### src/rtl/plsal_defines.svh
// Purpose: offsets, field positions, reset values and timing counts for the link setup block
// Assumes: 20 MHz system clock
// Notes: register byte address is four times the index
`ifndef PLSAL_DEFINES_SVH
`define PLSAL_DEFINES_SVH

`define PLSAL_IDX_BMC 6'h00
`define PLSAL_IDX_STAT 6'h01
`define PLSAL_IDX_ADV 6'h04
`define PLSAL_IDX_PHYC 6'h19

`define PLSAL_BMC_RESTART 9
`define PLSAL_BMC_ANEN 12
`define PLSAL_BMC_SPD100 13
`define PLSAL_PHYC_MANX 14
`define PLSAL_PHYC_AUTOX 15

`define PLSAL_BMC_RST 16'h2000
`define PLSAL_PHYC_RST 16'h0000
`define PLSAL_ADV_RST 3'h7

`define PLSAL_CLK_MHZ 20
`define PLSAL_CYC(ns) (((ns) * `PLSAL_CLK_MHZ + 999) / 1000)
`define PLSAL_TX100_NS 105
`define PLSAL_TX10_IN_NS 1350
`define PLSAL_TX10_MS_NS 1300
`define PLSAL_RX100_IN_NS 350
`define PLSAL_RX100_MS_NS 325
`define PLSAL_RX10_NS 2150
`define PLSAL_XOVER_SLOT 5'h14

`endif

### src/rtl/plsal_pkg.sv
// Purpose: shared types of the link setup block
// Assumes: nothing
// Notes: constants live in plsal_defines.svh
package plsal_pkg;
  typedef enum logic [1:0] {ST_IDLE, ST_XOVER, ST_NEG, ST_LINK} plsal_link_t;

  typedef struct packed {
    plsal_link_t st;
    logic strapDone;
    logic [15:0] bmc;
    logic [15:0] phyc;
    logic [2:0] adv;
    logic [2:0] partner;
    logic speed100;
    logic mdix;
    logic anDone;
    logic linkUp;
    logic lpiOk;
    logic [4:0] xoverCnt;
    logic flpSend;
    logic txPrev;
    logic [5:0] txCnt;
    logic txGate;
    logic ssd;
    logic [5:0] rxCnt;
    logic crsDv;
    logic mdiVld;
    logic [1:0] mdiDat;
    logic lpiActive;
    logic ampReduced;
    logic awHave;
    logic wHave;
    logic [7:0] awAddr;
    logic [31:0] wData;
    logic [3:0] wStrb;
    logic awReady;
    logic wReady;
    logic bValid;
    logic [1:0] bResp;
    logic arReady;
    logic rValid;
    logic [1:0] rResp;
    logic [31:0] rData;
  } plsal_state_t;
endpackage

### src/rtl/plsal_fifo.sv
// Purpose: transmit data buffer between MAC side and medium side
// Assumes: depth is a power of two
// Notes: ready and valid are registered so both sides see flop outputs
`timescale 1ns/1ps
module plsal_fifo #(
  parameter int WIDTH = 2,
  parameter int DEPTH = 8
) (
  // clock and reset
  input wire logic sys_clk,
  input wire logic rst_n,
  // fill side
  input wire logic inValid,
  input wire logic [WIDTH-1:0] inData,
  output logic inReady,
  // drain side
  output logic outValid,
  output logic [WIDTH-1:0] outData,
  input wire logic outReady
);
  localparam int PW = $clog2(DEPTH);
  localparam int CW = $clog2(DEPTH + 1);

  typedef struct packed {
    logic [DEPTH-1:0][WIDTH-1:0] mem;
    logic [PW-1:0] wr;
    logic [PW-1:0] rd;
    logic [CW-1:0] cnt;
    logic inRdy;
    logic outVld;
  } plsal_fifo_state_t;

  plsal_fifo_state_t state_ff;
  plsal_fifo_state_t nxt_state;
  logic push;
  logic pop;

  assign push = inValid && state_ff.inRdy;
  assign pop = outReady && state_ff.outVld;
  assign inReady = state_ff.inRdy;
  assign outValid = state_ff.outVld;
  assign outData = state_ff.mem[state_ff.rd];

  always_comb begin
    nxt_state = state_ff;
    if (push) begin
      nxt_state.mem[state_ff.wr] = inData;
      nxt_state.wr = state_ff.wr + PW'(1);
    end
    if (pop) begin
      nxt_state.rd = state_ff.rd + PW'(1);
    end
    nxt_state.cnt = state_ff.cnt + CW'(push) - CW'(pop);
    // full and empty taken from the next count keeps them honest without a comb path
    nxt_state.inRdy = (nxt_state.cnt != CW'(DEPTH));
    nxt_state.outVld = (nxt_state.cnt != '0);
  end

  always_ff @(posedge sys_clk or negedge rst_n) begin
    if (!rst_n) begin
      state_ff <= '{mem: '0, wr: '0, rd: '0, cnt: '0, inRdy: 1'b1, outVld: 1'b0};
    end else begin
      state_ff <= nxt_state;
    end
  end
endmodule // plsal_fifo

### src/rtl/plsal_link.sv
// Purpose: link setup, crossover, negotiation, latency and low power idle control of a PHY
// Assumes: 20 MHz sys_clk; medium side abstracted to pulses and ability words
// Notes: registers over AXI4-Lite, byte address = index * 4
`timescale 1ns/1ps
`include "plsal_defines.svh"
module plsal_link (
  // clock and reset
  input wire logic sys_clk,
  input wire logic rst_n,
  // axi4-lite write
  input wire logic [7:0] awaddr,
  input wire logic awvalid,
  output logic awready,
  input wire logic [31:0] wdata,
  input wire logic [3:0] wstrb,
  input wire logic wvalid,
  output logic wready,
  output logic [1:0] bresp,
  output logic bvalid,
  input wire logic bready,
  // axi4-lite read
  input wire logic [7:0] araddr,
  input wire logic arvalid,
  output logic arready,
  output logic [31:0] rdata,
  output logic [1:0] rresp,
  output logic rvalid,
  input wire logic rready,
  // straps and mode
  input wire logic strapAnEn,
  input wire logic strapXoverEn,
  input wire logic clockMaster,
  // medium side link setup
  input wire logic energyDetect,
  input wire logic partnerValid,
  input wire logic [2:0] partnerAbil,
  input wire logic linkLoss,
  output logic flpSend,
  output logic [2:0] flpWord,
  output logic mdix,
  output logic linkUp,
  output logic speed100,
  // mac transmit
  input wire logic txEn,
  input wire logic txValid,
  input wire logic [1:0] txData,
  output logic txReady,
  // medium transmit
  input wire logic mdiReady,
  output logic mdiTxValid,
  output logic [1:0] mdiTxData,
  output logic mdiSsd,
  // receive
  input wire logic rxSsd,
  input wire logic rxActive,
  output logic crsDv,
  // low power idle
  input wire logic macLpiReq,
  output logic lpiActive,
  output logic ampReduced
);
  plsal_pkg::plsal_state_t state_ff;
  plsal_pkg::plsal_state_t nxt;
  logic fifoVld;
  logic [1:0] fifoDat;
  logic fifoPop;
  logic [5:0] txTarget;
  logic [5:0] rxTarget;

  function automatic logic [15:0] merge(input logic [15:0] old, input logic [31:0] d,
                                        input logic [3:0] s);
    merge = {s[1] ? d[15:8] : old[15:8], s[0] ? d[7:0] : old[7:0]};
  endfunction

  function automatic logic mapped(input logic [5:0] idx);
    mapped = (idx == `PLSAL_IDX_BMC) || (idx == `PLSAL_IDX_STAT) ||
             (idx == `PLSAL_IDX_ADV) || (idx == `PLSAL_IDX_PHYC);
  endfunction

  // tx buffer; mdiReady low stalls the drain and eventually drops txReady
  plsal_fifo #(.WIDTH(2), .DEPTH(8)) u_fifo (
    .sys_clk(sys_clk),
    .rst_n(rst_n),
    .inValid(txValid),
    .inData(txData),
    .inReady(txReady),
    .outValid(fifoVld),
    .outData(fifoDat),
    .outReady(fifoPop)
  );

  assign fifoPop = state_ff.txGate && fifoVld && (!state_ff.mdiVld || mdiReady);

  always_comb begin
    if (state_ff.speed100) begin
      txTarget = 6'(`PLSAL_CYC(`PLSAL_TX100_NS));
      rxTarget = clockMaster ? 6'(`PLSAL_CYC(`PLSAL_RX100_MS_NS))
                             : 6'(`PLSAL_CYC(`PLSAL_RX100_IN_NS));
    end else begin
      txTarget = clockMaster ? 6'(`PLSAL_CYC(`PLSAL_TX10_MS_NS))
                             : 6'(`PLSAL_CYC(`PLSAL_TX10_IN_NS));
      rxTarget = 6'(`PLSAL_CYC(`PLSAL_RX10_NS));
    end
  end

  always_comb begin
    nxt = state_ff;
    nxt.flpSend = 1'b0;
    nxt.ssd = 1'b0;
    // straps are caught on the first edge after reset release
    if (!state_ff.strapDone) begin
      nxt.strapDone = 1'b1;
      nxt.bmc[`PLSAL_BMC_ANEN] = strapAnEn;
      nxt.phyc[`PLSAL_PHYC_AUTOX] = strapXoverEn;
    end

    // register write: address and data taken in either order
    if (awvalid && state_ff.awReady) begin
      nxt.awHave = 1'b1;
      nxt.awAddr = awaddr;
      nxt.awReady = 1'b0;
    end
    if (wvalid && state_ff.wReady) begin
      nxt.wHave = 1'b1;
      nxt.wData = wdata;
      nxt.wStrb = wstrb;
      nxt.wReady = 1'b0;
    end
    if (state_ff.awHave && state_ff.wHave && !state_ff.bValid) begin
      nxt.awHave = 1'b0;
      nxt.wHave = 1'b0;
      nxt.bValid = 1'b1;
      nxt.bResp = mapped(state_ff.awAddr[7:2]) ? 2'h0 : 2'h2;
      unique case (state_ff.awAddr[7:2])
        `PLSAL_IDX_BMC: nxt.bmc = merge(state_ff.bmc, state_ff.wData, state_ff.wStrb);
        `PLSAL_IDX_PHYC: nxt.phyc = merge(state_ff.phyc, state_ff.wData, state_ff.wStrb);
        `PLSAL_IDX_ADV: begin
          if (state_ff.wStrb[0]) begin
            nxt.adv = state_ff.wData[2:0];
          end
        end
        default: ;
      endcase
    end
    if (state_ff.bValid && bready) begin
      nxt.bValid = 1'b0;
      nxt.awReady = 1'b1;
      nxt.wReady = 1'b1;
    end

    // register read
    if (arvalid && state_ff.arReady) begin
      nxt.arReady = 1'b0;
      nxt.rValid = 1'b1;
      nxt.rResp = mapped(araddr[7:2]) ? 2'h0 : 2'h2;
      unique case (araddr[7:2])
        `PLSAL_IDX_BMC: nxt.rData = {16'h0000, state_ff.bmc};
        `PLSAL_IDX_PHYC: nxt.rData = {16'h0000, state_ff.phyc};
        `PLSAL_IDX_ADV: nxt.rData = {29'h0, state_ff.adv};
        `PLSAL_IDX_STAT: nxt.rData = {25'h0, state_ff.st, state_ff.lpiOk, state_ff.anDone,
                                      state_ff.mdix, state_ff.speed100, state_ff.linkUp};
        default: nxt.rData = 32'h0000_0000;
      endcase
    end
    if (state_ff.rValid && rready) begin
      nxt.rValid = 1'b0;
      nxt.arReady = 1'b1;
    end

    // link sequence; settings are read only when an attempt starts or leaves crossover or negotiation
    unique case (state_ff.st)
      plsal_pkg::ST_IDLE: begin
        if (state_ff.strapDone) begin
          nxt.xoverCnt = '0;
          if (state_ff.phyc[`PLSAL_PHYC_AUTOX]) begin
            nxt.st = plsal_pkg::ST_XOVER;
          end else begin
            nxt.mdix = state_ff.phyc[`PLSAL_PHYC_MANX];
            if (state_ff.bmc[`PLSAL_BMC_ANEN]) begin
              nxt.st = plsal_pkg::ST_NEG;
              nxt.flpSend = 1'b1;
            end else begin
              nxt.st = plsal_pkg::ST_LINK;
              nxt.speed100 = state_ff.bmc[`PLSAL_BMC_SPD100];
              nxt.linkUp = 1'b1;
            end
          end
        end
      end
      plsal_pkg::ST_XOVER: begin
        // hunt by swapping pairs each slot until the partner's energy shows up
        if (energyDetect) begin
          if (state_ff.bmc[`PLSAL_BMC_ANEN]) begin
            nxt.st = plsal_pkg::ST_NEG;
            nxt.flpSend = 1'b1;
          end else begin
            nxt.st = plsal_pkg::ST_LINK;
            nxt.speed100 = state_ff.bmc[`PLSAL_BMC_SPD100];
            nxt.linkUp = 1'b1;
          end
        end else if (state_ff.xoverCnt == `PLSAL_XOVER_SLOT) begin
          nxt.xoverCnt = '0;
          nxt.mdix = ~state_ff.mdix;
        end else begin
          nxt.xoverCnt = state_ff.xoverCnt + 5'h01;
        end
      end
      plsal_pkg::ST_NEG: begin
        if (partnerValid) begin
          nxt.partner = partnerAbil;
          if (state_ff.adv[1] && partnerAbil[1]) begin
            nxt.speed100 = 1'b1;
            nxt.st = plsal_pkg::ST_LINK;
            nxt.linkUp = 1'b1;
            nxt.anDone = 1'b1;
          end else if (state_ff.adv[0] && partnerAbil[0]) begin
            nxt.speed100 = 1'b0;
            nxt.st = plsal_pkg::ST_LINK;
            nxt.linkUp = 1'b1;
            nxt.anDone = 1'b1;
          end else begin
            nxt.st = plsal_pkg::ST_IDLE;
          end
          nxt.lpiOk = state_ff.adv[2] && partnerAbil[2] &&
                      (state_ff.adv[1:0] & partnerAbil[1:0]) != 2'b00;
        end
      end
      plsal_pkg::ST_LINK: begin
        if (linkLoss) begin
          nxt.st = plsal_pkg::ST_IDLE;
        end
      end
    endcase
    // restart drops the link and starts a fresh attempt
    if (state_ff.bmc[`PLSAL_BMC_RESTART] && state_ff.st != plsal_pkg::ST_IDLE) begin
      nxt.st = plsal_pkg::ST_IDLE;
      nxt.bmc[`PLSAL_BMC_RESTART] = 1'b0;
    end else if (state_ff.bmc[`PLSAL_BMC_RESTART]) begin
      nxt.bmc[`PLSAL_BMC_RESTART] = 1'b0;
    end
    if (nxt.st == plsal_pkg::ST_IDLE) begin
      nxt.linkUp = 1'b0;
      nxt.anDone = 1'b0;
      nxt.lpiOk = 1'b0;
    end

    // transmit latency: count from the edge that sees transmit enable rise
    nxt.txPrev = txEn;
    if (txEn && !state_ff.txPrev && state_ff.linkUp) begin
      nxt.txCnt = txTarget;
    end else if (state_ff.txCnt != 6'h00) begin
      nxt.txCnt = state_ff.txCnt - 6'h01;
      if (state_ff.txCnt == 6'h01) begin
        nxt.ssd = 1'b1;
        nxt.txGate = 1'b1;
      end
    end
    if (state_ff.txGate && !txEn && !fifoVld) begin
      nxt.txGate = 1'b0;
    end
    if (fifoPop) begin
      nxt.mdiVld = 1'b1;
      nxt.mdiDat = fifoDat;
    end else if (mdiReady) begin
      nxt.mdiVld = 1'b0;
    end

    // receive latency: carrier sense follows the delimiter by a fixed count
    if (rxSsd && state_ff.linkUp && state_ff.rxCnt == 6'h00 && !state_ff.crsDv) begin
      nxt.rxCnt = rxTarget;
    end else if (state_ff.rxCnt != 6'h00) begin
      nxt.rxCnt = state_ff.rxCnt - 6'h01;
      if (state_ff.rxCnt == 6'h01) begin
        nxt.crsDv = 1'b1;
      end
    end else if (!rxActive) begin
      nxt.crsDv = 1'b0;
    end

    // low power idle is refused unless both ends agreed on it
    nxt.lpiActive = macLpiReq && nxt.lpiOk;
    nxt.ampReduced = nxt.linkUp && !nxt.speed100;
  end

  always_ff @(posedge sys_clk or negedge rst_n) begin
    if (!rst_n) begin
      state_ff <= '{st: plsal_pkg::ST_IDLE, bmc: `PLSAL_BMC_RST, phyc: `PLSAL_PHYC_RST,
                    adv: `PLSAL_ADV_RST, awReady: 1'b1, wReady: 1'b1, arReady: 1'b1,
                    default: '0};
    end else begin
      state_ff <= nxt;
    end
  end

  assign awready = state_ff.awReady;
  assign wready = state_ff.wReady;
  assign bvalid = state_ff.bValid;
  assign bresp = state_ff.bResp;
  assign arready = state_ff.arReady;
  assign rvalid = state_ff.rValid;
  assign rresp = state_ff.rResp;
  assign rdata = state_ff.rData;
  assign flpSend = state_ff.flpSend;
  assign flpWord = state_ff.adv;
  assign mdix = state_ff.mdix;
  assign linkUp = state_ff.linkUp;
  assign speed100 = state_ff.speed100;
  assign mdiTxValid = state_ff.mdiVld;
  assign mdiTxData = state_ff.mdiDat;
  assign mdiSsd = state_ff.ssd;
  assign crsDv = state_ff.crsDv;
  assign lpiActive = state_ff.lpiActive;
  assign ampReduced = state_ff.ampReduced;
endmodule // plsal_link

### config.mk
export PLATFORM = sky130hd
export DESIGN_NAME = plsal_link
export DESIGN_NICKNAME = d
export VERILOG_FILES = /design/src/rtl/plsal_pkg.sv /design/src/rtl/plsal_fifo.sv /design/src/rtl/plsal_link.sv
export VERILOG_INCLUDE_DIRS = /design/src /design/src/rtl
export SDC_FILE = /design/constraint.sdc
export NUM_CORES = 1
export LEC_CHECK = 0
export ABC_AREA = 1
export BUFFER_PORTS_ARGS = -buffer_cell sky130_fd_sc_hd__buf_4
export CAP_MARGIN = 20
export CORE_ASPECT_RATIO = 2
export CORE_MARGIN = 1.5
export CORE_UTILIZATION = 41
export CTS_BUF_LIST = sky130_fd_sc_hd__clkbuf_4
export DETAILED_ROUTE_END_ITERATION = 16
export PLACE_DENSITY_LB_ADDON = 0.2
export SLEW_MARGIN = 10
export SYNTH_ARGS = -nofsm -noshare
export SYNTH_HDL_FRONTEND = slang
export SYNTH_SLANG_ARGS = --single-unit
### constraint.sdc
create_clock -name sys_clk -period 2.65 [get_ports sys_clk]
set_clock_uncertainty 0.2 [all_clocks]
set_input_delay 0.1325 -clock sys_clk [delete_from_list [all_inputs] [get_ports sys_clk]]
set_output_delay 0.1325 -clock sys_clk [all_outputs]
set_load 0.01 [all_outputs]
==> results_dict.tcl, run 1 <==
set metrics [dict create \
    outcome "finished, violations left" \
    violations "hold timing" \
    cts_max_path_buffers 2 \
    dpl-instance-area_um2 7670 \
    wirelength_mm 17.2 \
    finalPower_mw 7.73 \
    yosysSeqAreaShare_pct 53.0 \
    port_buffers 91 \
    dr.max_layer_used "met4" \
    power_frac_seq_pct 45.6 \
    die_h_um 187 \
    power.share.switching_pct 37.6 \
    pin_count 132 \
    cpPeakStageDelay_ns 0.61 \
    grt_overflow 0 \
    hold_slack_ns -0.0305 \
    slew_violations 0 \
    crit_top_cell "nand2_1" \
    rows 67 \
    fmax_mhz 396 \
    met3_length_um 591 \
    die_area_um2 17800 \
    cts.sinks 147 \
    fin_crit_sh_pct 95.4 \
    met1Wirelength_mm 6.21 \
    via_count 5772 \
    antenna_found_initial 1 \
    p_leak_nw 4.41 \
    grt_pass1_vias 5759 \
    wl_met2_mm 9.88 \
    synthTopCellsByCount "221 x nand2_1, 139 x dfrtp_1, 93 x inv_1, 68 x o21ai_0, 56 x nor2_1" \
    cp.arrival_ns 2.82 \
    hold_path_class "in2reg" \
    p_comb_share_pct 33.7 \
    wl_per_cell_um 14.5 \
    synth_most_common_cell "nand2_1" \
    multi_input_area_um2 2590 \
    cts_tree "yes" \
    crit_chain "nand2_1, nand2_1, nand3_2, o22ai_1, dlygate4sd3_1, nand2_1, nor2_1, dlygate4sd3_1" \
    clkPwrFrac_pct 20.7 \
    power.density_nw_per_um2 886 \
    avgSynthCellArea_um2 8.53 \
    fp.coreArea_um2 16700 \
    synth_top_area_share_pct 50.0 \
    start_kind "flop" \
    setup.worst_path.class "reg2reg" \
    drive_above_1_share_pct 16.9 \
    r2r_setup_slack_ns 0.12 \
    path_clk_slew_ns 0.12 \
    vias_per_cell 4.86 \
    drcViolationCount 0 \
    yosys.area.top_type "dfrtp_1" \
    regArea_um2 3690 \
    cts_root_buffer "clkbuf_4" \
    cp.required_ns 2.95 \
    maxSlewHeadroom_pct 61.2 \
    finalNetCount 1055 \
    cp-end-kind "flop" \
    tightest_slew_ns 0.581 \
    hold_viol_final 1 \
    grt_max_degree 57 \
    grt_pass1_wl_mm 28.1 \
    syn_to_final_growth_pct 25.2 \
    syn-instance-count 816 \
    gp_congestion 0.930 \
    stdcell_area_um2 8720 \
    netlist_top_cells_area "dfrtp_1 50%, nand2_1 12%, inv_1 5.0%" \
    setup_viol 0 \
    syn_area_um2 6960 \
    timing.final.crit_period_ns 2.53 \
    ys.flop_type "dfrtp_1" \
    cp_num_buf_inv 2 \
    grt_use_total_pct 20.8 \
    synth_cell_types 42 \
    die_w_um 95.2 \
    cts_inserted_buffers 17 \
    ir_drop_uv 598 \
    dr.pass1.iters 5 \
    worst-path-max-fanout 4 \
    dr.first_iter.drc_count 248 \
    p_int_mw 4.82 \
    max_cap_viol_count 0 \
    dpl.cell_count 1085 \
    yosysWarnings 0 \
    timing.final.ws_setup_ns 0.122 \
    hpwl_mm 12.7 \
    pre_cts_slack_ns 0.182 \
    fillers 1635 \
    htreeDepth 4 \
    ys_seq_elements 147 \
    async_flop_share_pct 100 \
    rsz0062_at_grt "true" \
    cp_top_family "buffers and inverters" \
    ant_nets 0 \
    instances_no_fill 1187 \
    synth-edff-count 0 \
    clkLatencyLatePin_ns 0.56 \
    start_util_pct 41.7 \
    p_sw_mw 2.90 \
    slowest_stage "dfstp_2" \
]
-- final timing paths --
| check | startpoint | end | depth (start not counted) |
|---|---|---|---|
| worst max-delay path | flpWord[0]$_DFFE_PN1P_ | lpiActive$_DFF_PN0_ | 8 |
| worst min-delay path | partnerAbil[0] | state_ff[159]$_DFF_PN0_ | 7 |
| worst max register to register | flpWord[0]$_DFFE_PN1P_ | lpiActive$_DFF_PN0_ | 8 |
| worst min register to register | state_ff[106]$_DFFE_PN0P_ | state_ff[106]$_DFFE_PN0P_ | 1 |
| max in group asynchronous | rst_n | u_fifo.inReady$_DFF_PN1_ | 4 |
| min in group asynchronous | rst_n | arready$_DFFE_PN1P_ | 3 |
-- what timing repair did --
item / in CTS / in global routing
gates resized for setup: 0 / 6
hold endpoints to repair: 245 / 0
buffers inserted: 0 / 1
endpoints found under the setup margin: 0 / 3
hold buffers: 69 / 0
-- sequential cells by signal (all words and copies together), names as in the netlist, 2 cells and up --
name	count
mdiTxData	2
u_fifo.state_ff	26
rdata	16
flpWord	3
state_ff	82
-- layout by cell type (no fill, tap or decap), types with 5 or more instances in the layout --
cell type and instances:
a21o_1 7, a21oi_1 22, buf_4 99, clkbuf_4 20, conb_1 19, dfrtp_1 137
dfstp_2 8, dlygate4sd3_1 67, ha_1 12, inv_1 93, inv_2 5, nand2_1 221
nand3_1 30, nand4_1 10, nor2_1 54, nor3_1 8, o211ai_1 8, o21ai_0 68
o21ai_1 23, o21ai_2 6, xor2_1 7
-- final cells by class --
cell class                 instances  area share (%)
antenna                            1          0.0287
clock buffer                      20            1.72
clock inverter                    12            2.08
inverter                         100            4.33
multi-input combinational        531            29.7
sequential                       147            42.3
tap                              207            2.97
timing repair buffer             169            16.8
-- kinds of logic after synthesis --
family                     share of synthesized area [%]
DFF                                                 53.0
AOI/OAI and AO/OA                                   11.9
buffers and inverters                               10.9
and+or+nand+nor                                     20.2
other                                              0.108
muxes                                              0.144
adders and majority gates                           2.44
xor gates and xnor gates                            1.38
-- worst min-delay path: stages --
cell and delay, ns:
buf_4 0.08, nand2_1 0.06, nand2_1 0.08, o21ai_0 0.09, nand3_1 0.07, nand2_1 0.11
inv_1 0.07
-- power by group through the flow --
stage | clock network (mW) | logic (mW) | registers (mW)
after floorplan | 0 | 1.82 | 3.40
after global routing | 1.73 | 3.03 | 3.62
after global placement | 0 | 2.47 | 3.55
final | 1.60 | 2.61 | 3.52
after CTS | 1.66 | 2.65 | 3.51
after detailed placement | 0 | 2.51 | 3.56
-- routing by layer --
layer,vias up,GRT usage [%]
met2,138,39.3
met3,32,3.58
met1,2739,21.4
met4,0,8.67
li1,2863,-
met5,-,0
-- through the flow --
stage	util (%)	TNS (ns)
floorplan	-	0
global placement	46.0	0
detailed placement	46.0	0
CTS	52.2	0
global route	52.3	-0.0227
finish	52.3	0
Note: power is estimated with default switching activity, not from simulation.
==> run 2: changes to the inputs <==
--- a/config.mk
+++ b/config.mk
@@ -6,7 +6,7 @@
 export SDC_FILE = /design/constraint.sdc
 export NUM_CORES = 1
 export LEC_CHECK = 0
-export ABC_AREA = 1
+export ABC_AREA = 0
 export BUFFER_PORTS_ARGS = -buffer_cell sky130_fd_sc_hd__buf_4
 export CAP_MARGIN = 20
 export CORE_ASPECT_RATIO = 2
==> results_dict.tcl, run 2 <==
set metrics [dict create \
    outcome "finished, final reports clean" \
    power.share.switching_pct 36.3 \
    crit_cells 8 \
    yosysWarnings 0 \
    netlist_top_cells_area "dfrtp_1 50%, mux2_2 12%, buf_4 4.4%" \
    p_leak_nw 3.93 \
    tightest_slew_ns 0.845 \
    syn_area_um2 6960 \
    async_flop_share_pct 100 \
    p_sw_mw 2.74 \
    ys.flop_type "dfrtp_1" \
    timing.final.crit_period_ns 2.45 \
    via_count 5003 \
    dpl-instance-area_um2 7650 \
    top_register "state_ff" \
    final_cell_mix "138 x dfrtp_1, 96 x buf_4, 74 x mux2_2, 63 x dlygate4sd3_1, 40 x nand2_1" \
    ant_nets 0 \
    max_cap_viol_count 0 \
    fmax_mhz 408 \
    vias_per_cell 5.23 \
    ys_seq_elements 147 \
    cts_tree "yes" \
    p_comb_share_pct 33.1 \
    htreeDepth 4 \
    final_common_cell "dfrtp_1" \
    synthTopCellsByCount "139 x dfrtp_1, 74 x mux2_2, 41 x buf_4, 40 x nand2_1, 33 x a21oi_1" \
    slowest_stage "dlygate4sd3_1" \
    setup.worst_path.class "in2reg" \
    yosys.area.top_type "dfrtp_1" \
    r2r_cells 5 \
    cp_num_buf_inv 5 \
    dpl.cell_count 860 \
    hold_path_class "in2reg" \
    setup_viol 0 \
    fp.coreArea_um2 16700 \
    pin_count 132 \
    clkPwrFrac_pct 16.2 \
    cts_root_buffer "clkbuf_4" \
    cts_inserted_buffers 17 \
    finalPower_mw 7.54 \
    maxSlewHeadroom_pct 43.5 \
    port_buffers 91 \
    dr.pass1.iters 4 \
    p_int_mw 4.80 \
    rsz0062_at_grt "false" \
    hpwl_mm 11.8 \
    gp_congestion 0.800 \
    drcViolationCount 0 \
    crit_top_cell "dlygate4sd3_1" \
    utilization_pct 51.3 \
    wl_per_cell_um 16.9 \
    start_util_pct 41.7 \
    ir_drop_uv 494 \
    grt_max_degree 60 \
    cp.required_ns 2.96 \
    synth_top_area_share_pct 49.9 \
    syn_to_final_growth_pct 22.9 \
    grt_use_total_pct 19.5 \
    start_kind "input pin" \
    grt_pass1_vias 5327 \
    crit_chain "dlygate4sd3_1, buf_4, a211oi_1, dlygate4sd3_1, o2111ai_1, buf_4, o21ai_0, dlygate4sd3_1" \
    antenna_found_initial 1 \
    synth_most_common_cell "dfrtp_1" \
    cp_top_family "buffers and inverters" \
    die_h_um 187 \
    power_frac_seq_pct 50.8 \
    stdcell_area_um2 8560 \
    rows 67 \
    die_w_um 95.2 \
    wirelength_mm 16.2 \
    grt_pass1_wl_mm 26.4 \
    hold_viol_final 0 \
    drive_above_1_share_pct 30.4 \
    grt_overflow 0 \
    cts.sinks 147 \
    dr.first_iter.drc_count 139 \
    path_clk_slew_ns 0.14 \
    power.density_nw_per_um2 881 \
    fin_crit_sh_pct 92.5 \
    cts_max_path_buffers 2 \
    die_area_um2 17800 \
    synth-edff-count 0 \
    worst-path-max-fanout 9 \
    avgSynthCellArea_um2 11.7 \
    largest_reg_flops 82 \
    hold_path_depth 5 \
    instances_no_fill 957 \
    yosysSeqAreaShare_pct 53.0 \
    cpPeakStageDelay_ns 0.60 \
    syn-instance-count 595 \
    cp.arrival_ns 2.76 \
    synth_cell_types 65 \
    slew_violations 0 \
    cp-end-kind "flop" \
    clkLatencyLatePin_ns 0.56 \
    finalNetCount 825 \
    fin_setup_tns_ns 0 \
]
==> run 2: cell types whose count changed in the layout (fill, tap and decap cells not counted), sizes merged, moves of 11 or more <==
cell	previous run	this run
a21oi	22	33
a22oi	1	13
inv	100	31
mux2	0	75
nand2	222	40
nand3	31	5
nor2	58	29
o21ai	97	23
==> run 2: logic make-up (layout without fill, tap and decap cells) <==
group	Yosys count	count (layout)	share of synthesized area, %
adder cells (fa/ha/maj)	13	13	2.44
multiplexers	84	84	14.1
AO/OA/AOI/OAI	110	110	10.2
AND/OR/NAND/NOR	143	143	11.6
XOR/XNOR	11	11	1.38
other	2	20	0.108
buffers and inverters	85	222	7.08
flip-flops	147	147	53.0
==> run 2: what timing repair did <==
action / 4_1_cts / 5_1_grt
gates resized for setup: 0 / 2
endpoints found under the setup margin: 0 / 1
endpoints found under the hold margin: 227 / 0
buffers inserted: 0 / 0
hold buffers: 64 / 0
==> run 2: per-stage QoR <==
step                      setup WS [ns]  hold slack, ns
final                             0.198          0.0325
after global routing             0.0609          0.0224
after CTS                        0.0895          0.0118
after detailed placement          0.262          0.0377
after global placement            0.273          0.0233
after floorplan                   0.161          -0.363
==> run 2: per-layer routing <==
| layer | up-vias | global-route usage (%) | wire length (um) |
|---|---|---|---|
| li1 | 2343 | - | - |
| met1 | 2508 | 20.2 | 5870 |
| met2 | 124 | 37.0 | 9350 |
| met3 | 28 | 3.50 | 519 |
| met4 | 0 | 7.69 | 420 |
| met5 | - | 0 | 0 |
==> run 2: power by group through the flow <==
stage                     logic, mW  registers (mW)  clock network, mW
after floorplan                1.88            3.58                  0
after global placement         2.28            3.82                  0
after detailed placement       2.40            3.88                  0
after CTS                      2.51            3.82               1.27
after global routing           2.78            3.96               1.34
final                          2.50            3.83               1.22
==> run 2: worst paths after layout <==
path / from / end / slack, ns
worst min register to register: rdata[10]$_DFFE_PN0P_ / rdata[10]$_DFFE_PN0P_ / 0.30
worst max register to register: state_ff[158]$_DFF_PN0_ / lpiActive$_DFF_PN0_ / 0.24
worst min-delay path: partnerAbil[0] / state_ff[158]$_DFF_PN0_ / 0.03
min in group asynchronous: rst_n / state_ff[54]$_DFFE_PN0P_ / 0.44
max in group asynchronous: rst_n / mdiSsd$_DFF_PN0_ / 1.10
worst max-delay path: araddr[4] / rdata[13]$_DFFE_PN0P_ / 0.20
==> run 2: area by class of cell <==
class / count / area [um2]
fill: 1490 / 8130
sequential: 147 / 3690
timing repair buffer: 162 / 1400
clock inverter: 14 / 108
inverter: 28 / 105
tap: 207 / 259
antenna: 1 / 2.50
multi-input combinational: 380 / 2850
clock buffer: 18 / 135
==> run 2: worst min-delay path, cell delays in order <==
cell and delay (ns):
buf_4 0.08, a22oi_1 0.10, o211ai_1 0.23, a32oi_2 0.13, inv_1 0.07
